**src/core/pin_mux_params.svh**
```systemverilog
// Offsets, field positions, reset values and timing counts of the pin mux
`ifndef PIN_MUX_PARAMS_SVH
`define PIN_MUX_PARAMS_SVH
`define OFS_BUFCFG 8'h00
`define OFS_PHASE 8'h04
`define OFS_GAIN 8'h08
`define OFS_ATEST 8'h0c
`define OFS_PERIOD 8'h10
`define OFS_STATUS 8'h14
`define OFS_CAL0 8'h18
`define OFS_CAL1 8'h1c
`define ROLE_LSB 0
`define TSEL_LSB 8
`define MY_BIT 0
`define STAT_LOCK_BIT 0
`define STAT_SWCLK_BIT 1
`define STAT_MEAS_LSB 16
`define ROLE_CODE_STANDALONE 3'h0
`define ROLE_CODE_MP_MASTER 3'h1
`define ROLE_CODE_MP_SLAVE 3'h2
`define ROLE_CODE_MO_MASTER 3'h3
`define ROLE_CODE_MO_SLAVE 3'h4
`define RST_ROLE 3'h0
`define RST_TSEL 5'h00
`define RST_PHASE 8'h00
`define RST_GAIN 4'h0
`define RST_BENCH 1'b0
`define CLK_KHZ 40000
`define SW_FREQ_KHZ 300
`define SW_PERIOD_CYC (`CLK_KHZ / `SW_FREQ_KHZ)
`define GAIN_UNITY 5'h08
`define GAIN_SHIFT 3
`define LOCK_EDGES 2'h2
`define RESP_OKAY 2'h0
`define RESP_SLVERR 2'h2
`endif

```
**src/core/pin_mux_pkg.sv**
```systemverilog
// Types shared by the pin mux modules
package pin_mux_pkg;
  typedef enum logic [4:0] {
    ROLE_STANDALONE = 5'h01,
    ROLE_MP_MASTER = 5'h02,
    ROLE_MP_SLAVE = 5'h04,
    ROLE_MO_MASTER = 5'h08,
    ROLE_MO_SLAVE = 5'h10
  } role_t;
endpackage : pin_mux_pkg

```
**src/core/sync_link_if.sv**
```systemverilog
// Signals between the pin mux control and the phase lock
`timescale 1ns/1ps
interface sync_link_if #(parameter int PW = 16, parameter int OW = 8);
  logic master_edge;
  logic slave_mode;
  logic [PW-1:0] period_cfg;
  logic [OW-1:0] phase_off;
  logic sw_clk;
  logic locked;
  logic [PW-1:0] meas_period;
  modport ctrl (output master_edge, output slave_mode, output period_cfg,
    output phase_off, input sw_clk, input locked, input meas_period);
  modport lock (input master_edge, input slave_mode, input period_cfg,
    input phase_off, output sw_clk, output locked, output meas_period);
endinterface : sync_link_if

```
**src/core/phase_lock.sv**
```systemverilog
// Switching clock generator that locks to a master clock with phase offset
`timescale 1ns/1ps
`include "pin_mux_params.svh"
module phase_lock #(
  parameter int PW = 16,
  parameter int OW = 8
) (
  input wire logic i_clk_sys,
  input wire logic i_rst,
  sync_link_if.lock lnk
);
  if (PW < 4 || OW < 1 || OW > PW) begin : g_bad_width
    $error("phase_lock: unsupported widths");
  end

  logic [PW-1:0] cnt_r, gap_r, meas_r, dly_r, eff, since_r;
  logic dly_act_r, restart;
  logic [1:0] edges_r;

  // Measured period only once two master edges framed it
  assign lnk.locked = (edges_r == `LOCK_EDGES);
  assign lnk.meas_period = meas_r;
  always_comb begin
    eff = (lnk.slave_mode && lnk.locked) ? meas_r : lnk.period_cfg;
    if (eff < PW'(2)) begin
      eff = PW'(2);
    end
  end
  assign restart = dly_act_r && (dly_r == '0);
  assign lnk.sw_clk = (cnt_r < (eff >> 1));

  // Master period measurement, saturating so a dead master cannot wrap
  always_ff @(posedge i_clk_sys) begin
    if (i_rst || !lnk.slave_mode) begin
      gap_r <= '0;
      meas_r <= '0;
      edges_r <= 2'h0;
    end else if (lnk.master_edge) begin
      meas_r <= gap_r + PW'(1);
      gap_r <= '0;
      if (edges_r != `LOCK_EDGES) begin
        edges_r <= edges_r + 2'h1;
      end
    end else if (gap_r != '1) begin
      gap_r <= gap_r + PW'(1);
    end
  end

  // Phase delay from each master edge to the local cycle start
  always_ff @(posedge i_clk_sys) begin
    if (i_rst || !lnk.slave_mode) begin
      dly_act_r <= 1'b0;
      dly_r <= '0;
    end else if (lnk.master_edge) begin
      dly_r <= PW'(lnk.phase_off);
      dly_act_r <= 1'b1;
    end else if (dly_act_r) begin
      if (dly_r == '0) begin
        dly_act_r <= 1'b0;
      end else begin
        dly_r <= dly_r - PW'(1);
      end
    end
  end

  // Local switching counter; free running unless a slave restart lands
  always_ff @(posedge i_clk_sys) begin
    if (i_rst) begin
      cnt_r <= '0;
    end else if (restart) begin
      cnt_r <= '0;
    end else if (cnt_r >= eff - PW'(1)) begin
      cnt_r <= '0;
    end else begin
      cnt_r <= cnt_r + PW'(1);
    end
  end

  // Cycles since the last master edge, read only by checks
  always_ff @(posedge i_clk_sys) begin
    if (i_rst || lnk.master_edge) begin
      since_r <= '0;
    end else if (since_r != '1) begin
      since_r <= since_r + PW'(1);
    end
  end
endmodule : phase_lock

```
**src/core/multiphase_sync_pin_mux.sv**
```systemverilog
// Master/slave pin routing, error gain and bench test mux with AXI4-Lite
`timescale 1ns/1ps
`include "pin_mux_params.svh"
// Behaviour
// - Three-bit role field selects converter role
// - Multi-phase master drives switching clock out
// - Multi-phase master drives error amp out
// - Multi-phase slave locks to incoming clock
// - Slave delays cycle by phase offset
// - Multi-phase slave takes error pin as input
// - Multi-phase slave scales received error by gain setting
// - Multi-phase slave regulates from scaled master error
// - Multiple-output master drives clock pin out
// - Multiple-output slave syncs; error pin unused
// - Bench enable puts test output on debug
// - Five-bit select picks debug test signal
// - Calibration words never writable
module multiphase_sync_pin_mux #(
  parameter int ERR_W = 10,
  parameter int PW = 16,
  parameter int OW = 8,
  parameter logic [31:0] CAL0_VAL = 32'h0000_1234, // Arbitrary value
  parameter logic [31:0] CAL1_VAL = 32'h0000_5678 // Arbitrary value
) (
  input wire logic i_clk_sys,
  input wire logic i_rst,
  input wire logic i_awvalid,
  output logic o_awready,
  input wire logic [7:0] i_awaddr,
  input wire logic i_wvalid,
  output logic o_wready,
  input wire logic [31:0] i_wdata,
  input wire logic [3:0] i_wstrb,
  output logic o_bvalid,
  input wire logic i_bready,
  output logic [1:0] o_bresp,
  input wire logic i_arvalid,
  output logic o_arready,
  input wire logic [7:0] i_araddr,
  output logic o_rvalid,
  input wire logic i_rready,
  output logic [31:0] o_rdata,
  output logic [1:0] o_rresp,
  input wire logic i_sync_clock_pin,
  output logic o_sync_clock_pin,
  output logic o_sync_clock_pin_oe,
  input wire logic [ERR_W-1:0] i_error_signal_pin,
  output logic [ERR_W-1:0] o_error_signal_pin,
  output logic o_error_signal_pin_oe,
  output logic [ERR_W-1:0] o_analog_debug_pin,
  output logic o_analog_debug_pin_oe,
  input wire logic [2:0] i_gpio_out,
  input wire logic [2:0] i_gpio_oe,
  output logic [1:0] o_gpio_in,
  input wire logic [ERR_W-1:0] i_ea_code,
  input wire logic [31:0][ERR_W-1:0] i_test_signals,
  output logic [ERR_W-1:0] o_reg_err_code,
  output logic o_sw_clk
);
  if (ERR_W < 1 || ERR_W > 16 || PW < 4 || PW > 16 || OW > PW || OW > 8) begin : g_bad
    $error("multiphase_sync_pin_mux: unsupported widths");
  end

  sync_link_if #(.PW(PW), .OW(OW)) lnk ();
  phase_lock #(.PW(PW), .OW(OW)) u_lock (
    .i_clk_sys(i_clk_sys),
    .i_rst(i_rst),
    .lnk(lnk)
  );

  logic [2:0] role_r;
  logic [4:0] tsel_r;
  logic [OW-1:0] phase_r;
  logic [3:0] gain_r;
  logic my_r;
  logic [PW-1:0] period_r;
  pin_mux_pkg::role_t role;
  logic aw_got_r, w_got_r, bvalid_r, rvalid_r;
  logic [7:0] aw_addr_r;
  logic [31:0] w_data_r, rdata_r, wr_val;
  logic [3:0] w_strb_r;
  logic [1:0] bresp_r, rresp_r;
  logic do_wr, wr_ok, rd_ok;
  logic [31:0] rd_val;
  logic s1_r, s2_r, s3_r;
  logic [ERR_W-1:0] e1_r, e2_r, gained;
  logic [ERR_W+4:0] prod, scaled;
  logic [4:0] mult;

  // Register readback at any word address; ok low when unmapped
  function automatic logic [31:0] reg_read(input logic [7:0] a, output logic ok);
    logic [31:0] v;
    v = 32'h0000_0000;
    ok = 1'b1;
    case ({a[7:2], 2'b00})
      `OFS_BUFCFG: v = (32'(role_r) << `ROLE_LSB) | (32'(tsel_r) << `TSEL_LSB);
      `OFS_PHASE: v = 32'(phase_r);
      `OFS_GAIN: v = 32'(gain_r);
      `OFS_ATEST: v = 32'(my_r) << `MY_BIT;
      `OFS_PERIOD: v = 32'(period_r);
      `OFS_STATUS: v = (32'(lnk.meas_period) << `STAT_MEAS_LSB)
        | (32'(lnk.sw_clk) << `STAT_SWCLK_BIT) | (32'(lnk.locked) << `STAT_LOCK_BIT);
      `OFS_CAL0: v = CAL0_VAL;
      `OFS_CAL1: v = CAL1_VAL;
      default: ok = 1'b0;
    endcase
    return v;
  endfunction : reg_read

  // Byte-lane merge so partial writes keep the other lanes
  function automatic logic [31:0] merge(input logic [31:0] old, input logic [31:0] nw,
      input logic [3:0] strb);
    logic [31:0] m;
    m = old;
    for (int i = 0; i < 4; i++) begin
      if (strb[i]) begin
        m[8*i +: 8] = nw[8*i +: 8];
      end
    end
    return m;
  endfunction : merge

  // Address and data may come in either order; one write in flight
  assign o_awready = !aw_got_r && !bvalid_r;
  assign o_wready = !w_got_r && !bvalid_r;
  assign do_wr = aw_got_r && w_got_r && !bvalid_r;
  assign o_bvalid = bvalid_r;
  assign o_bresp = bresp_r;
  assign o_arready = !rvalid_r;
  assign o_rvalid = rvalid_r;
  assign o_rdata = rdata_r;
  assign o_rresp = rresp_r;

  // Write merge and read lookup; read flags stay out of the clocked process
  always_comb begin
    rd_ok = 1'b0;
    rd_val = reg_read(i_araddr, rd_ok);
    wr_ok = 1'b0;
    wr_val = merge(reg_read(aw_addr_r, wr_ok), w_data_r, w_strb_r);
    if ({aw_addr_r[7:2], 2'b00} == `OFS_STATUS || {aw_addr_r[7:2], 2'b00} == `OFS_CAL0
        || {aw_addr_r[7:2], 2'b00} == `OFS_CAL1) begin
      wr_ok = 1'b0;
    end
  end

  // Write channel capture and response
  always_ff @(posedge i_clk_sys) begin
    if (i_rst) begin
      aw_got_r <= 1'b0;
      w_got_r <= 1'b0;
      bvalid_r <= 1'b0;
      bresp_r <= `RESP_OKAY;
      aw_addr_r <= 8'h00;
      w_data_r <= 32'h0000_0000;
      w_strb_r <= 4'h0;
    end else begin
      if (i_awvalid && o_awready) begin
        aw_got_r <= 1'b1;
        aw_addr_r <= i_awaddr;
      end
      if (i_wvalid && o_wready) begin
        w_got_r <= 1'b1;
        w_data_r <= i_wdata;
        w_strb_r <= i_wstrb;
      end
      if (do_wr) begin
        aw_got_r <= 1'b0;
        w_got_r <= 1'b0;
        bvalid_r <= 1'b1;
        bresp_r <= wr_ok ? `RESP_OKAY : `RESP_SLVERR;
      end else if (bvalid_r && i_bready) begin
        bvalid_r <= 1'b0;
      end
    end
  end

  // Software-written control registers
  always_ff @(posedge i_clk_sys) begin
    if (i_rst) begin
      role_r <= `RST_ROLE;
      tsel_r <= `RST_TSEL;
      phase_r <= OW'(`RST_PHASE);
      gain_r <= `RST_GAIN;
      my_r <= `RST_BENCH;
      period_r <= PW'(`SW_PERIOD_CYC);
    end else if (do_wr && wr_ok) begin
      case ({aw_addr_r[7:2], 2'b00})
        `OFS_BUFCFG: begin
          role_r <= wr_val[`ROLE_LSB +: 3];
          tsel_r <= wr_val[`TSEL_LSB +: 5];
        end
        `OFS_PHASE: phase_r <= wr_val[OW-1:0];
        `OFS_GAIN: gain_r <= wr_val[3:0];
        `OFS_ATEST: my_r <= wr_val[`MY_BIT];
        `OFS_PERIOD: period_r <= wr_val[PW-1:0];
        default: ;
      endcase
    end
  end

  // Read channel; data held until the master takes it
  always_ff @(posedge i_clk_sys) begin
    if (i_rst) begin
      rvalid_r <= 1'b0;
      rdata_r <= 32'h0000_0000;
      rresp_r <= `RESP_OKAY;
    end else if (i_arvalid && o_arready) begin
      rvalid_r <= 1'b1;
      rdata_r <= rd_val;
      rresp_r <= rd_ok ? `RESP_OKAY : `RESP_SLVERR;
    end else if (rvalid_r && i_rready) begin
      rvalid_r <= 1'b0;
    end
  end

  // Role decode; unused codes fall back to standalone
  always_comb begin
    case (role_r)
      `ROLE_CODE_MP_MASTER: role = pin_mux_pkg::ROLE_MP_MASTER;
      `ROLE_CODE_MP_SLAVE: role = pin_mux_pkg::ROLE_MP_SLAVE;
      `ROLE_CODE_MO_MASTER: role = pin_mux_pkg::ROLE_MO_MASTER;
      `ROLE_CODE_MO_SLAVE: role = pin_mux_pkg::ROLE_MO_SLAVE;
      default: role = pin_mux_pkg::ROLE_STANDALONE;
    endcase
  end

  // Pin synchronisers; the error code is slow analog so bit skew is benign
  always_ff @(posedge i_clk_sys) begin
    if (i_rst) begin
      s1_r <= 1'b0;
      s2_r <= 1'b0;
      s3_r <= 1'b0;
      e1_r <= '0;
      e2_r <= '0;
    end else begin
      s1_r <= i_sync_clock_pin;
      s2_r <= s1_r;
      s3_r <= s2_r;
      e1_r <= i_error_signal_pin;
      e2_r <= e1_r;
    end
  end
  assign o_gpio_in = {e2_r[0], s2_r};

  // Hand the lock the master edge only in a slave role
  assign lnk.slave_mode = (role == pin_mux_pkg::ROLE_MP_SLAVE)
    || (role == pin_mux_pkg::ROLE_MO_SLAVE);
  assign lnk.master_edge = lnk.slave_mode && s2_r && !s3_r;
  assign lnk.period_cfg = period_r;
  assign lnk.phase_off = phase_r;
  assign o_sw_clk = lnk.sw_clk;

  // Gain in eighths above unity, saturated to the code range
  always_comb begin
    mult = `GAIN_UNITY + 5'(gain_r);
    prod = (ERR_W+5)'(e2_r) * (ERR_W+5)'(mult);
    scaled = prod >> `GAIN_SHIFT;
    gained = (scaled[ERR_W+4:ERR_W] != 5'h00) ? '1 : scaled[ERR_W-1:0];
  end

  // Regulation source: own amplifier unless a multi-phase slave
  always_ff @(posedge i_clk_sys) begin
    if (i_rst) begin
      o_reg_err_code <= '0;
    end else if (role == pin_mux_pkg::ROLE_MP_SLAVE) begin
      o_reg_err_code <= gained;
    end else begin
      o_reg_err_code <= i_ea_code;
    end
  end

  // Sync clock pin function per role
  always_ff @(posedge i_clk_sys) begin
    if (i_rst) begin
      o_sync_clock_pin <= 1'b0;
      o_sync_clock_pin_oe <= 1'b0;
    end else begin
      case (role)
        pin_mux_pkg::ROLE_MP_MASTER, pin_mux_pkg::ROLE_MO_MASTER: begin
          o_sync_clock_pin <= lnk.sw_clk;
          o_sync_clock_pin_oe <= 1'b1;
        end
        pin_mux_pkg::ROLE_MP_SLAVE, pin_mux_pkg::ROLE_MO_SLAVE: begin
          o_sync_clock_pin <= 1'b0;
          o_sync_clock_pin_oe <= 1'b0;
        end
        default: begin
          o_sync_clock_pin <= i_gpio_out[1];
          o_sync_clock_pin_oe <= i_gpio_oe[1];
        end
      endcase
    end
  end

  // Error pin function; plain GPIO in multiple-output roles
  always_ff @(posedge i_clk_sys) begin
    if (i_rst) begin
      o_error_signal_pin <= '0;
      o_error_signal_pin_oe <= 1'b0;
    end else begin
      case (role)
        pin_mux_pkg::ROLE_MP_MASTER: begin
          o_error_signal_pin <= i_ea_code;
          o_error_signal_pin_oe <= 1'b1;
        end
        pin_mux_pkg::ROLE_MP_SLAVE: begin
          o_error_signal_pin <= '0;
          o_error_signal_pin_oe <= 1'b0;
        end
        default: begin
          o_error_signal_pin <= ERR_W'(i_gpio_out[2]);
          o_error_signal_pin_oe <= i_gpio_oe[2];
        end
      endcase
    end
  end

  // Debug pin; bench mode overrides GPIO regardless of role
  always_ff @(posedge i_clk_sys) begin
    if (i_rst) begin
      o_analog_debug_pin <= '0;
      o_analog_debug_pin_oe <= 1'b0;
    end else if (my_r) begin
      o_analog_debug_pin <= i_test_signals[tsel_r];
      o_analog_debug_pin_oe <= 1'b1;
    end else begin
      o_analog_debug_pin <= ERR_W'(i_gpio_out[0]);
      o_analog_debug_pin_oe <= i_gpio_oe[0];
    end
  end
endmodule : multiphase_sync_pin_mux

```
**config.mk**
```make
export PLATFORM = sky130hd
export DESIGN_NAME = multiphase_sync_pin_mux
export DESIGN_NICKNAME = d
export VERILOG_FILES = /design/src/core/pin_mux_pkg.sv /design/src/core/sync_link_if.sv /design/src/core/phase_lock.sv /design/src/core/multiphase_sync_pin_mux.sv
export VERILOG_INCLUDE_DIRS = /design/src /design/src/core
export SDC_FILE = /design/constraint.sdc
export NUM_CORES = 1
export LEC_CHECK = 0
export BUFFER_PORTS_ARGS = -buffer_cell sky130_fd_sc_hd__buf_2
export CAP_MARGIN = 20
export CORE_UTILIZATION = 40
export DETAILED_ROUTE_END_ITERATION = 16
export GPL_TIMING_DRIVEN = 1
export PLACE_DENSITY_LB_ADDON = 0.1
export SLEW_MARGIN = 20
export SYNTH_ARGS = -nofsm -noshare
export SYNTH_HDL_FRONTEND = slang
export SYNTH_SLANG_ARGS = --single-unit
```
**constraint.sdc**
```tcl
create_clock -name i_clk_sys -period 5.77 [get_ports i_clk_sys]
set_input_delay 0.577 -clock i_clk_sys [delete_from_list [all_inputs] [get_ports i_clk_sys]]
set_output_delay 0.577 -clock i_clk_sys [all_outputs]
set_load 0.01 [all_outputs]
```
==> metrics.txt <==
Initial Util 41.2%; Lkg Pwr 7.61 nW; count of final hold-check violations 0; post-synthesis xor/xnor area fraction 4.14%; row count 67; worst endpoint data arrival time 5.31 ns; CP Class flop to flop; Die Wd 189 um; number of flops mapped to enable cells by yosys 0; Final TNS setup 0 ns; Core Area 0.0339 sq mm; routed vias 12,900; crit-path max FO 16; total wire length 49,100 um; largest net degree at the start of global routing 75; Syn. warnings 0; die area 0.0356 sq mm; # port buffers 459; post_cts resized 0; initial antenna violation count 10; FMAX 206 MHz; Crit-path slowest cell dfxtp_1; post-synthesis mux area share 22.9%; Avg Cell Area, Syn 9.59 sq um; crit end category flop; RD Place Congestion 0.927; final net count 2,341; deepest clock path buffer count 3; clk sinks 223; #FFs+latches synth 223; Slew @ Worst Pin 0.991 ns; most common cell after layout, fill and taps aside buf_2; Max-cap violations 0; Die Height 189 um; CTS tree done; Slew headroom 33.8%; cts bufs inserted 25; setup ws final 0.925 ns; Yosys top cell area share 32.0%; most frequent cells in the layout buf_2 (458), dfxtp_1 (220), nor2_1 (143); critical path's largest stage delay 0.58 ns; async set or reset register ratio after synthesis 0%; GRT Util Overall 27.2%; H-tree levels 1; global-route wire length before repair 75,000 um; area delta synth->final 25.0%; Final Cycle Share 84.0%; startpoint types flop; Worst-Skew Late Latency 0.53 ns; post-synthesis sequential area ratio 32.0%; worst vdd ir 0.198 mV; Min Clock Period, post-route 4.85 ns; Ports 484; vias per inst 5.52; Synth Area in Adders 7.90%; Power Dens Cells 210 mW/mm^2; Synth Cell Area 0.0139 sq mm; initial DRC count 794; placed wire-length estimate 39,600 um; final setup fails 0; DRC viols 0; Cells after Synth 1,453; proportion of layout cells with a drive suffix above 1 34.6%; drt first pass iters 5; Cell variety after synth 66; Worst EP required 6.23 ns; most area-consuming cells after synthesis dfxtp_1 (32%), mux4_2 (16%), ha_1 (5.7%); RSZ-0062 raised after global routing false; Compound-Gate Fraction of Synth Area 12.0%; global route overflow 0; fill count 3,237; status finished, final reports clean; postcts setup bufs 0; antenna viol nets, final 0; fin. max-slew vios 0; leading area contributor after synthesis dfxtp_1; WL/cell 21.1 um; largest family of logic cells by synthesized area multiplexers; Root Buffer clkbuf_16; Post-Place Setup Slack 0.867 ns; clock skew 0.0138 ns; CTS Hold Bufs 0; Post-Synth Simple-Gate Area 17.4%; vias in the first global route 12,600; worst hold path class primary input to flop; Reg clk slew, reported paths 0.06 ns; main flop type after synthesis dfxtp_1; Cell Chain, Critical Path inv_1 > nand3_4 > buf_4 > mux2i_1 > and2_1 > ha_1 > inv_1 > a21oi_1 > nand3_1 > or4b_1 > xnor2_1 > ha_1 > a21o_1 > a211oi_1 > and3_1 > nand2_1 > a21oi_1
[critical path: cells and delay by family, from the launching register on]
kind            cells  cell delay (ns)
buf+inv             3             0.63
xor+xnor            1             0.15
mux                 1             0.36
simple gates        6             1.87
compound gates      4             0.73
fa+ha+maj           2             0.45
flops               1             0.58
[where the power goes]
part,total (mW),switching [mW],internal (mW)
sequential,1.60,0.0285,1.57
combinational,0.394,0.192,0.203
clock,1.67,0.667,1.01
[synthesized netlist by cell type (28+ instances only)]
| master | number |
|---|---|
| nor2b_1 | 34 |
| a22oi_1 | 36 |
| mux2i_1 | 74 |
| a21oi_1 | 96 |
| and2_1 | 38 |
| ha_1 | 64 |
| xnor2_1 | 36 |
| xor2_1 | 28 |
| nand3_1 | 40 |
| nand2_1 | 141 |
| o21ai_0 | 52 |
| dfxtp_1 | 223 |
| clkbuf_1 | 74 |
| nor2_1 | 143 |
| mux4_2 | 99 |
[worst paths after layout]
| path | startpoint | to | slack [ns] | depth (start not counted) |
|---|---|---|---|---|
| max | role_r[0]$_SDFFE_PP0P_ | u_lock.cnt_r[13]$_SDFF_PP0_ | 0.92 | 17 |
| min | i_rready | o_rvalid$_SDFFE_PP0P_ | 0.25 | 2 |
| max reg2reg | role_r[0]$_SDFFE_PP0P_ | u_lock.cnt_r[13]$_SDFF_PP0_ | 0.92 | 17 |
| min reg2reg | e1_r[4]$_SDFF_PP0_ | e2_r[4]$_SDFF_PP0_ | 0.43 | 1 |
[cell type report]
cell class	instances	area (sq um)	area share, %
well taps	448	561	3.22
diodes	11	27.5	0.158
multi-input cells	1105	8990	51.6
flip-flops and latches	223	4470	25.7
clock inverters	14	190	1.09
repair buffers	474	2420	13.9
clock buffers	31	668	3.83
inverters	27	101	0.582
[routing by layer]
metal / vias to the layer above / track usage [%] / routed length (um)
met5: - / 0 / 0
met4: 0 / 7.35 / 1030
met2: 510 / 46.0 / 23600
met1: 6171 / 36.6 / 21500
met3: 55 / 3.15 / 3010
li1: 6139 / - / -
[flip-flops by register name, summed over array words and instances (netlist names), 2 cells and up]
name	cells
aw_addr_r	6
e1_r	10
e2_r	10
gain_r	4
lnk.period_cfg	16
lnk.phase_off	8
o_analog_debug_pin	10
o_error_signal_pin	10
o_rdata	32
o_reg_err_code	10
role_r	3
tsel_r	5
u_lock.cnt_r	16
u_lock.dly_r	16
u_lock.edges_r	2
u_lock.gap_r	16
u_lock.lnk.meas_period	16
w_data_r	16
w_strb_r	2
[logic make-up after synthesis]
| logic type | after synthesis |
|---|---|
| muxes | 192 |
| and+or+nand+nor | 503 |
| buffers and inverters | 126 |
| adders and majority gates | 79 |
| other | 1 |
| AOI/OAI and AO/OA | 264 |
| DFF | 223 |
| xor gates and xnor gates | 65 |
[stage by stage]
step	utilization [%]	std cells	area [sq um]	hold WS, ns	total power [mW]
floorplan	-	1454	13900	0.414	1.82
global placement	48.8	2276	16500	0.416	2.02
detailed placement	48.8	2277	16500	0.427	2.03
CTS	51.4	2322	17400	0.222	3.70
global route	51.4	2328	17400	0.229	3.80
finish	51.4	2333	17400	0.246	3.67
Power figures use the tool's default switching activity.
